<file path="src/hdl/xdata_port_map.svh">
//
// Contract
// - pointer select picks data pointer zero or one
// - extension bytes used only by external moves
// - pointer moves take top byte from pointer extension
// - indirect moves take high and middle extension bytes
// - external data address is 24 bits wide
// - each fast port: data, select, pin state
// - fast access only ports 0-6, 12, 15
// - fast data register holds one bit per pin
// - set select bit: fast data drives pin
// - clear select bit: hub data drives pin
// - pin state register is read-only, live pins
// - fast path subset; hub path reaches all
`ifndef XDATA_PORT_MAP_SVH
`define XDATA_PORT_MAP_SVH

////////////////////////////////////////////////////////////////////////////
// sfr addresses
`define SFR_PTR_SELECT     8'h86
`define SFR_PTR0_HIGH      8'h93
`define SFR_PTR1_HIGH      8'h95
`define SFR_IND_HIGH       8'h97
`define SFR_IND_MIDDLE     8'h9A
`define SFR_FAST_DR_BASE   8'hA0
`define SFR_FAST_SEL_BASE  8'hB0
`define SFR_FAST_PS_BASE   8'hC0

////////////////////////////////////////////////////////////////////////////
// fields and reset values
`define PTR_SELECT_BIT     0
`define RST_BYTE           8'h00
`define RST_PTR_SELECT     1'b0
`define UNMAPPED_READ      8'h00
`define FAST_PORT_COUNT    9
`define XADDR_WIDTH        24

`endif

</file>
<file path="src/hdl/xdata_port_pkg.sv">
`default_nettype none
package xdata_port_pkg;

   typedef enum logic [1:0] {
      MOVE_NONE,
      MOVE_VIA_POINTER,
      MOVE_VIA_INDIRECT
   } move_kind_e;

   typedef logic [7:0]  sfr_byte_t;
   typedef logic [23:0] xaddr_t;

   // physical port number served by each fast slot
   function automatic logic [3:0] fast_port_number(input int slot);
      logic [3:0] n;
      n = 4'h0;
      if (slot < 7) begin
         n = 4'(slot);
      end else if (slot == 7) begin
         n = 4'hC;
      end else begin
         n = 4'hF;
      end
      return n;
   endfunction

endpackage
`default_nettype wire

</file>
<file path="src/hdl/fast_port_slice.sv">
`default_nettype none
`include "xdata_port_map.svh"
module fast_port_slice
   import xdata_port_pkg::*;
#(
   parameter int PIN_COUNT = 8
) (
   input  wire logic                 mclk,
   input  wire logic                 rst,
   input  wire logic                 wr_data,
   input  wire logic                 wr_select,
   input  wire logic [PIN_COUNT-1:0] wdata,
   input  wire logic [PIN_COUNT-1:0] hub_port_output_data,
   output logic      [PIN_COUNT-1:0] data_q,
   output logic      [PIN_COUNT-1:0] select_q,
   output logic      [PIN_COUNT-1:0] pin_out
);

   logic [PIN_COUNT-1:0] data_reg;
   logic [PIN_COUNT-1:0] data_next;
   logic [PIN_COUNT-1:0] select_reg;
   logic [PIN_COUNT-1:0] select_next;
   logic [PIN_COUNT-1:0] pin_reg;
   logic [PIN_COUNT-1:0] pin_next;

   assign data_next   = wr_data ? wdata : data_reg;
   assign select_next = wr_select ? wdata : select_reg;

   // per-pin source; next values so a write shows on the same edge
   genvar y;
   generate
      for (y = 0; y < PIN_COUNT; y = y + 1) begin : g_pin
         assign pin_next[y] = select_next[y] ? data_next[y]
                                             : hub_port_output_data[y];
      end
   endgenerate

   always_ff @(posedge mclk or posedge rst) begin
      if (rst) begin
         data_reg   <= '0;
         select_reg <= '0;
         pin_reg    <= '0;
      end else begin
         data_reg   <= data_next;
         select_reg <= select_next;
         pin_reg    <= pin_next;
      end
   end

   assign data_q   = data_reg;
   assign select_q = select_reg;
   assign pin_out  = pin_reg;

endmodule // fast_port_slice
`default_nettype wire

</file>
<file path="src/hdl/xdata_port_sfr.sv">
`default_nettype none
`include "xdata_port_map.svh"
module xdata_port_sfr
   import xdata_port_pkg::*;
#(
   parameter int PORTS = `FAST_PORT_COUNT,
   parameter int PINS  = 8
) (
   input  wire logic                       mclk,
   input  wire logic                       rst,
   // sfr access from the core
   input  wire logic [7:0]                 sfr_addr,
   input  wire logic                       sfr_wr,
   input  wire logic                       sfr_rd,
   input  wire logic [7:0]                 sfr_wdata,
   output logic      [7:0]                 sfr_rdata,
   // external data move address request from the core
   input  wire logic                       move_strobe,
   input  wire move_kind_e                 move_kind,
   input  wire logic [15:0]                move_low_addr,
   output logic                            pointer_select,
   output logic      [`XADDR_WIDTH-1:0]    xaddr,
   output logic                            xaddr_valid,
   // port side
   input  wire logic [PORTS-1:0][PINS-1:0] hub_port_output_data,
   input  wire logic [PORTS-1:0][PINS-1:0] pin_level,
   output logic      [PORTS-1:0][PINS-1:0] pin_out
);

   ////////////////////////////////////////////////////////////////////////
   // decode helpers

   function automatic logic slot_match(
      input logic [7:0] addr,
      input logic [7:0] base,
      input int         slot
   );
      return addr == (base + 8'(slot));
   endfunction

   ////////////////////////////////////////////////////////////////////////
   // extension and pointer select registers

   logic       ptr_sel_reg;
   logic       ptr_sel_next;
   sfr_byte_t  ptr0_high_reg;
   sfr_byte_t  ptr0_high_next;
   sfr_byte_t  ptr1_high_reg;
   sfr_byte_t  ptr1_high_next;
   sfr_byte_t  ind_high_reg;
   sfr_byte_t  ind_high_next;
   sfr_byte_t  ind_mid_reg;
   sfr_byte_t  ind_mid_next;

   wire hit_ptr_sel = (sfr_addr == `SFR_PTR_SELECT);
   wire hit_ptr0    = (sfr_addr == `SFR_PTR0_HIGH);
   wire hit_ptr1    = (sfr_addr == `SFR_PTR1_HIGH);
   wire hit_ind_hi  = (sfr_addr == `SFR_IND_HIGH);
   wire hit_ind_mid = (sfr_addr == `SFR_IND_MIDDLE);

   assign ptr_sel_next   = (sfr_wr && hit_ptr_sel)
                           ? sfr_wdata[`PTR_SELECT_BIT] : ptr_sel_reg;
   assign ptr0_high_next = (sfr_wr && hit_ptr0) ? sfr_wdata : ptr0_high_reg;
   assign ptr1_high_next = (sfr_wr && hit_ptr1) ? sfr_wdata : ptr1_high_reg;
   assign ind_high_next  = (sfr_wr && hit_ind_hi) ? sfr_wdata : ind_high_reg;
   assign ind_mid_next   = (sfr_wr && hit_ind_mid) ? sfr_wdata : ind_mid_reg;

   always_ff @(posedge mclk or posedge rst) begin
      if (rst) begin
         ptr_sel_reg   <= `RST_PTR_SELECT;
         ptr0_high_reg <= `RST_BYTE;
         ptr1_high_reg <= `RST_BYTE;
         ind_high_reg  <= `RST_BYTE;
         ind_mid_reg   <= `RST_BYTE;
      end else begin
         ptr_sel_reg   <= ptr_sel_next;
         ptr0_high_reg <= ptr0_high_next;
         ptr1_high_reg <= ptr1_high_next;
         ind_high_reg  <= ind_high_next;
         ind_mid_reg   <= ind_mid_next;
      end
   end

   // the core steers all pointer-based instructions from this bit
   assign pointer_select = ptr_sel_reg;

   ////////////////////////////////////////////////////////////////////////
   // extended address forming

   // pointer moves use the select value of this very cycle, so a select
   // write in the same cycle as a move leaves it the old pointer; the core
   // serialises sfr writes before the next instruction anyway
   wire        via_pointer  = move_strobe && (move_kind == MOVE_VIA_POINTER);
   wire        via_indirect = move_strobe && (move_kind == MOVE_VIA_INDIRECT);
   wire        is_move      = via_pointer || via_indirect;
   wire [7:0]  ptr_top      = ptr_sel_reg ? ptr1_high_reg : ptr0_high_reg;

   xaddr_t addr_pointer;
   xaddr_t addr_indirect;
   xaddr_t xaddr_next;
   logic   xaddr_valid_next;
   xaddr_t xaddr_reg;
   logic   xaddr_valid_reg;

   assign addr_pointer  = {ptr_top, move_low_addr};
   assign addr_indirect = {ind_high_reg, ind_mid_reg,
                           move_low_addr[7:0]};

   // other instructions leave the last address untouched
   assign xaddr_next       = via_pointer  ? addr_pointer  :
                             via_indirect ? addr_indirect : xaddr_reg;
   assign xaddr_valid_next = is_move;

   always_ff @(posedge mclk or posedge rst) begin
      if (rst) begin
         xaddr_reg       <= '0;
         xaddr_valid_reg <= 1'b0;
      end else begin
         xaddr_reg       <= xaddr_next;
         xaddr_valid_reg <= xaddr_valid_next;
      end
   end

   assign xaddr       = xaddr_reg;
   assign xaddr_valid = xaddr_valid_reg;

   ////////////////////////////////////////////////////////////////////////
   // fast port slots

   logic [PORTS-1:0]            hit_dr;
   logic [PORTS-1:0]            hit_sel;
   logic [PORTS-1:0]            hit_ps;
   logic [PORTS-1:0][PINS-1:0]  dr_q;
   logic [PORTS-1:0][PINS-1:0]  sel_q;
   logic [PORTS-1:0][PINS-1:0]  slot_rdata;

   genvar p;
   generate
      for (p = 0; p < PORTS; p = p + 1) begin : g_port
         assign hit_dr[p]  = slot_match(sfr_addr, `SFR_FAST_DR_BASE, p);
         assign hit_sel[p] = slot_match(sfr_addr, `SFR_FAST_SEL_BASE, p);
         assign hit_ps[p]  = slot_match(sfr_addr, `SFR_FAST_PS_BASE, p);

         // pin state has no write strobe at all, a write there is dropped
         fast_port_slice #(
            .PIN_COUNT (PINS)
         ) u_slice (
            .mclk                 (mclk),
            .rst                  (rst),
            .wr_data              (sfr_wr && hit_dr[p]),
            .wr_select            (sfr_wr && hit_sel[p]),
            .wdata                (sfr_wdata[PINS-1:0]),
            .hub_port_output_data (hub_port_output_data[p]),
            .data_q               (dr_q[p]),
            .select_q             (sel_q[p]),
            .pin_out              (pin_out[p])
         );

         assign slot_rdata[p] = ({PINS{hit_dr[p]}}  & dr_q[p])
                              | ({PINS{hit_sel[p]}} & sel_q[p])
                              | ({PINS{hit_ps[p]}}  & pin_level[p]);
      end
   endgenerate

   ////////////////////////////////////////////////////////////////////////
   // read data

   logic [PINS-1:0] port_rdata;

   always_comb begin
      port_rdata = '0;
      for (int i = 0; i < PORTS; i++) begin
         port_rdata = port_rdata | slot_rdata[i];
      end
   end

   wire any_port_hit = |{hit_dr, hit_sel, hit_ps};

   sfr_byte_t rdata_sel;
   sfr_byte_t rdata_reg;
   sfr_byte_t rdata_next;

   assign rdata_sel =
      hit_ptr_sel  ? {7'h00, ptr_sel_reg} :
      hit_ptr0     ? ptr0_high_reg        :
      hit_ptr1     ? ptr1_high_reg        :
      hit_ind_hi   ? ind_high_reg         :
      hit_ind_mid  ? ind_mid_reg          :
      any_port_hit ? 8'(port_rdata)       : `UNMAPPED_READ;

   // data holds until the next read so the core may sample late
   assign rdata_next = sfr_rd ? rdata_sel : rdata_reg;

   always_ff @(posedge mclk or posedge rst) begin
      if (rst) begin
         rdata_reg <= `RST_BYTE;
      end else begin
         rdata_reg <= rdata_next;
      end
   end

   assign sfr_rdata = rdata_reg;

endmodule // xdata_port_sfr
`default_nettype wire

</file>
<file path="config.mk">
export PLATFORM = sky130hd
export DESIGN_NAME = xdata_port_sfr
export DESIGN_NICKNAME = d
export VERILOG_FILES = /design/src/hdl/xdata_port_pkg.sv /design/src/hdl/fast_port_slice.sv /design/src/hdl/xdata_port_sfr.sv
export VERILOG_INCLUDE_DIRS = /design/src /design/src/hdl
export SDC_FILE = /design/constraint.sdc
export NUM_CORES = 1
export LEC_CHECK = 0
export BUFFER_PORTS_ARGS = -buffer_cell sky130_fd_sc_hd__buf_4
export CAP_MARGIN = 20
export CORE_MARGIN = 2
export CORE_UTILIZATION = 40
export DETAILED_ROUTE_END_ITERATION = 16
export GPL_ROUTABILITY_DRIVEN = 0
export GPL_TIMING_DRIVEN = 0
export HOLD_SLACK_MARGIN = 0.02
export SLEW_MARGIN = 20
export SYNTH_ARGS = -nofsm -noshare
export SYNTH_HDL_FRONTEND = slang
export SYNTH_SLANG_ARGS = --single-unit
</file>
<file path="constraint.sdc">
create_clock -name mclk -period 13.8 [get_ports mclk]
set_input_delay 2.76 -clock mclk [delete_from_list [all_inputs] [get_ports mclk]]
set_output_delay 2.76 -clock mclk [all_outputs]
set_load 0.005 [all_outputs]
</file>
==> summary.txt <==
Status
  • Outcome: finished clean

Route
  • DRT Pass-1 Iters: 8
  • WL final: 65900 µm
  • DRC Markers: 0
  • Initial DRC Count: 2268
  • Vias: 15138
  • Vias per Instance: 6.20
  • DR WL/cell: 27.0 µm
  • Final ANT Viol Nets: 0

Finish
  • Commonest non-fill, non-tap cell in the layout: buf_4
  • Fraction of layout cells with a size suffix above 1: 24.2%
  • Utilization after layout: 51.2%
  • Fin cells: 2440
  • Number of fill cells: 3487
  • Area Overhead vs Synth: 26.3%
  • Total Nets Final: 2130
  • Commonest cells after routing, fill and taps aside: buf_4, dfrtp_1, nand2_1

Yosys
  • FFs w/ async S/R, synth: 100%
  • Top FF cell, synth: dfrtp_1
  • Mapped Nets: 1808
  • Simple-gate share of the synthesized area: 19.8%
  • Syn Inst Count: 1625
  • Share of the synthesized area in the top cell type: 47.8%
  • Largest cells by area after synthesis: dfrtp_1, nand2_1, nor2_1
  • Yosys warning total: 0
  • Compound-Gate Fraction of Synth Area: 20.8%
  • Cell taking the most area after synthesis: dfrtp_1
  • Main combinational cell family by area after synthesis: compound AO/OA/AOI/OAI gates
  • Post-synth EDFFs: 0
  • Adder-cell share of the synthesized area: 0%
  • Post-Synth XOR/XNOR Area: 0.0593%
  • Yosys cell types: 75
  • Syn avg cell area: 9.08 µm²
  • Post-synthesis mux area share: 6.43%
  • Mapped Area: 14800 µm²
  • Sequential share of the synthesized area: 47.8%
  • Post-synthesis register bit count: 282

Floorplan
  • Die area: 38500 µm²
  • Initial Util: 40.5%
  • Core ar.: 36400 µm²
  • Top Ports: 289
  • Die height: 196 µm
  • Chip Width: 196 µm
  • # rows: 70

Clock network
  • Root buf cell: clkbuf_16
  • Resized Gates After CTS: 0
  • # hold bufs at CTS: 0
  • CTS Buf Count: 34
  • H-tree Lvls: 2
  • Max Root-Sink Buffers: 3
  • Post-CTS setup buffers: 0
  • Reg clk slew, reported paths: 60 ps
  • CTS tree: yes
  • Worst-Skew Late Latency: 530 ps
  • CTS Sinks: 282

Critical path
  • Crit. End Element: register
  • FF-to-FF Start: g_port[2].u_slice.select_q[7]
  • Worst r2r path cells: 5
  • Crit path launch type: primary input
  • Worst-path fanout max: 10
  • R2R Setup Slk: 11600 ps
  • WP data required: 14180 ps
  • Kind of critical path: primary input to register
  • WP data arrival: 5450 ps
  • Reg-to-reg endpoint: sfr_rdata[7]

Timing
  • WHS: 478 ps
  • Max-slew headroom: 19.3%
  • Final Max Tran Viols: 0
  • Fin crit share: 36.7%
  • Period minus WS final: 5070 ps
  • Sum of negative setup slack: 0 ps
  • FMAX: 197 MHz
  • Final hold violations: 0
  • Worst-Margin Slew: 1210 ps
  • Finish-stage setup viols: 0
  • RSZ-0062 raised after global routing: false
  • Clock Skew: 19.6 ps

Power and ir drop
  • Cell-internal power: 1.57 mW
  • P_sw: 614 µW
  • Combinational power share: 15.8%
  • VDD IR max: 62.9 µV
  • Clock Power Share: 40.7%
  • Static Leak: 8.72 nW
  • Net Sw Frac: 28.1%
  • Pwr/cell area: 117 nW/µm²
  • Sequential power share: 43.4%

Worst hold path
  • HP Start: xaddr[5]
  • Worst hold path class: register to register
  • Hold Crit Endpoint: xaddr[5]
  • Hold Path Depth: 2

Global route
  • Largest net degree at the start of global routing: 102
  • GRT Residual Overflow: 0
  • Total global-route track usage: 33.8%
  • Vias in the first global route: 14509
  • First-pass GRT wire length: 95300 µm
  • Initial antenna violation count: 1

Flow run
  • Count of max-cap constraint violations: 0

Place
  • Number of I/O port buffers: 284
  • Placed cell count: 2379
  • DP HPWL: 48800 µm
worst max path at each step:
stage	start	end	cells after the start
finish	sfr_addr[0]	g_port[1].u_slice.pin_out[7]	9
detailed placement	sfr_addr[0]	g_port[1].u_slice.pin_out[3]	9
global placement	rst	g_port[4].u_slice.pin_out[0]	2
floorplan	rst	g_port[0].u_slice.data_q[0]	1
global route	sfr_addr[0]	g_port[1].u_slice.pin_out[3]	9
CTS	sfr_addr[0]	g_port[1].u_slice.pin_out[3]	9
Yosys cell counts (7+ instances only):
master	n
o211ai_1	9
a211oi_1	13
or2_1	11
clkbuf_1	47
nand3_1	18
a31oi_1	13
mux2i_1	33
o221ai_1	45
a32oi_1	7
a22oi_1	81
nor2b_1	16
nor2_1	247
o22ai_1	9
mux2_2	49
nand2_1	258
buf_2	41
dfrtp_1	282
a21oi_1	28
a221o_1	21
and3_1	7
a22o_1	39
nor3_1	13
inv_1	68
or2_0	8
nor2_2	12
o21ai_0	134
layout make-up:
class	instances	area, µm²	area share [%]
plain buffers	100	488	2.62
inverters	69	267	1.43
flip-flops and latches	282	7060	37.9
clock inverters	7	43.8	0.235
diodes	1	2.50	0.0134
well taps	468	586	3.14
multi-input cells	1174	6960	37.3
clock buffers	53	1060	5.66
repair buffers	286	2190	11.7
routing by layer:
metal | global-route usage [%] | wire [µm] | part of all wire, % | vias to the layer above
met5 | 0 | 0 | 0 | -
met4 | 16.9 | 4000 | 6.1 | 0
met3 | 9.04 | 8030 | 12 | 284
met2 | 50.7 | 28200 | 43 | 1138
met1 | 45.3 | 25700 | 39 | 7265
li1 | - | - | - | 6451
kinds of logic after synthesis:
kind of cell | Yosys count
DFF | 282
xor gates and xnor gates | 1
AOI/OAI and AO/OA | 439
muxes | 85
buffers and inverters | 169
and+or+nand+nor | 649
through the flow:
stage | setup slack (ps) | total power [mW] | instance area [µm²]
6_report | 8730 | 2.18 | 18600
5_1_grt | 8810 | 2.25 | 18600
4_1_cts | 8970 | 2.18 | 18600
3_5_place_dp | 8440 | 1.30 | 17500
3_3_place_gp | -224 | 1.29 | 17500
2_1_floorplan | 3260 | 1.10 | 14800
critical path, stage by stage:
cell and delay [ps]:
buf_4 140, buf_6 170, buf_2 380, nand2b_1 260, nor3_1 780, nand2_1 450
nor2_1 250, o21ai_0 100, o221ai_1 150
power groups by stage:
stage	Clock, mW	Combinational, mW	Sequential [mW]
2_1_floorplan	0	0.164	0.939
3_3_place_gp	0	0.332	0.958
3_5_place_dp	0	0.338	0.958
4_1_cts	0.899	0.339	0.944
5_1_grt	0.933	0.369	0.951
6_report	0.889	0.345	0.947
No activity file was read; power rests on OpenSTA's default activity.
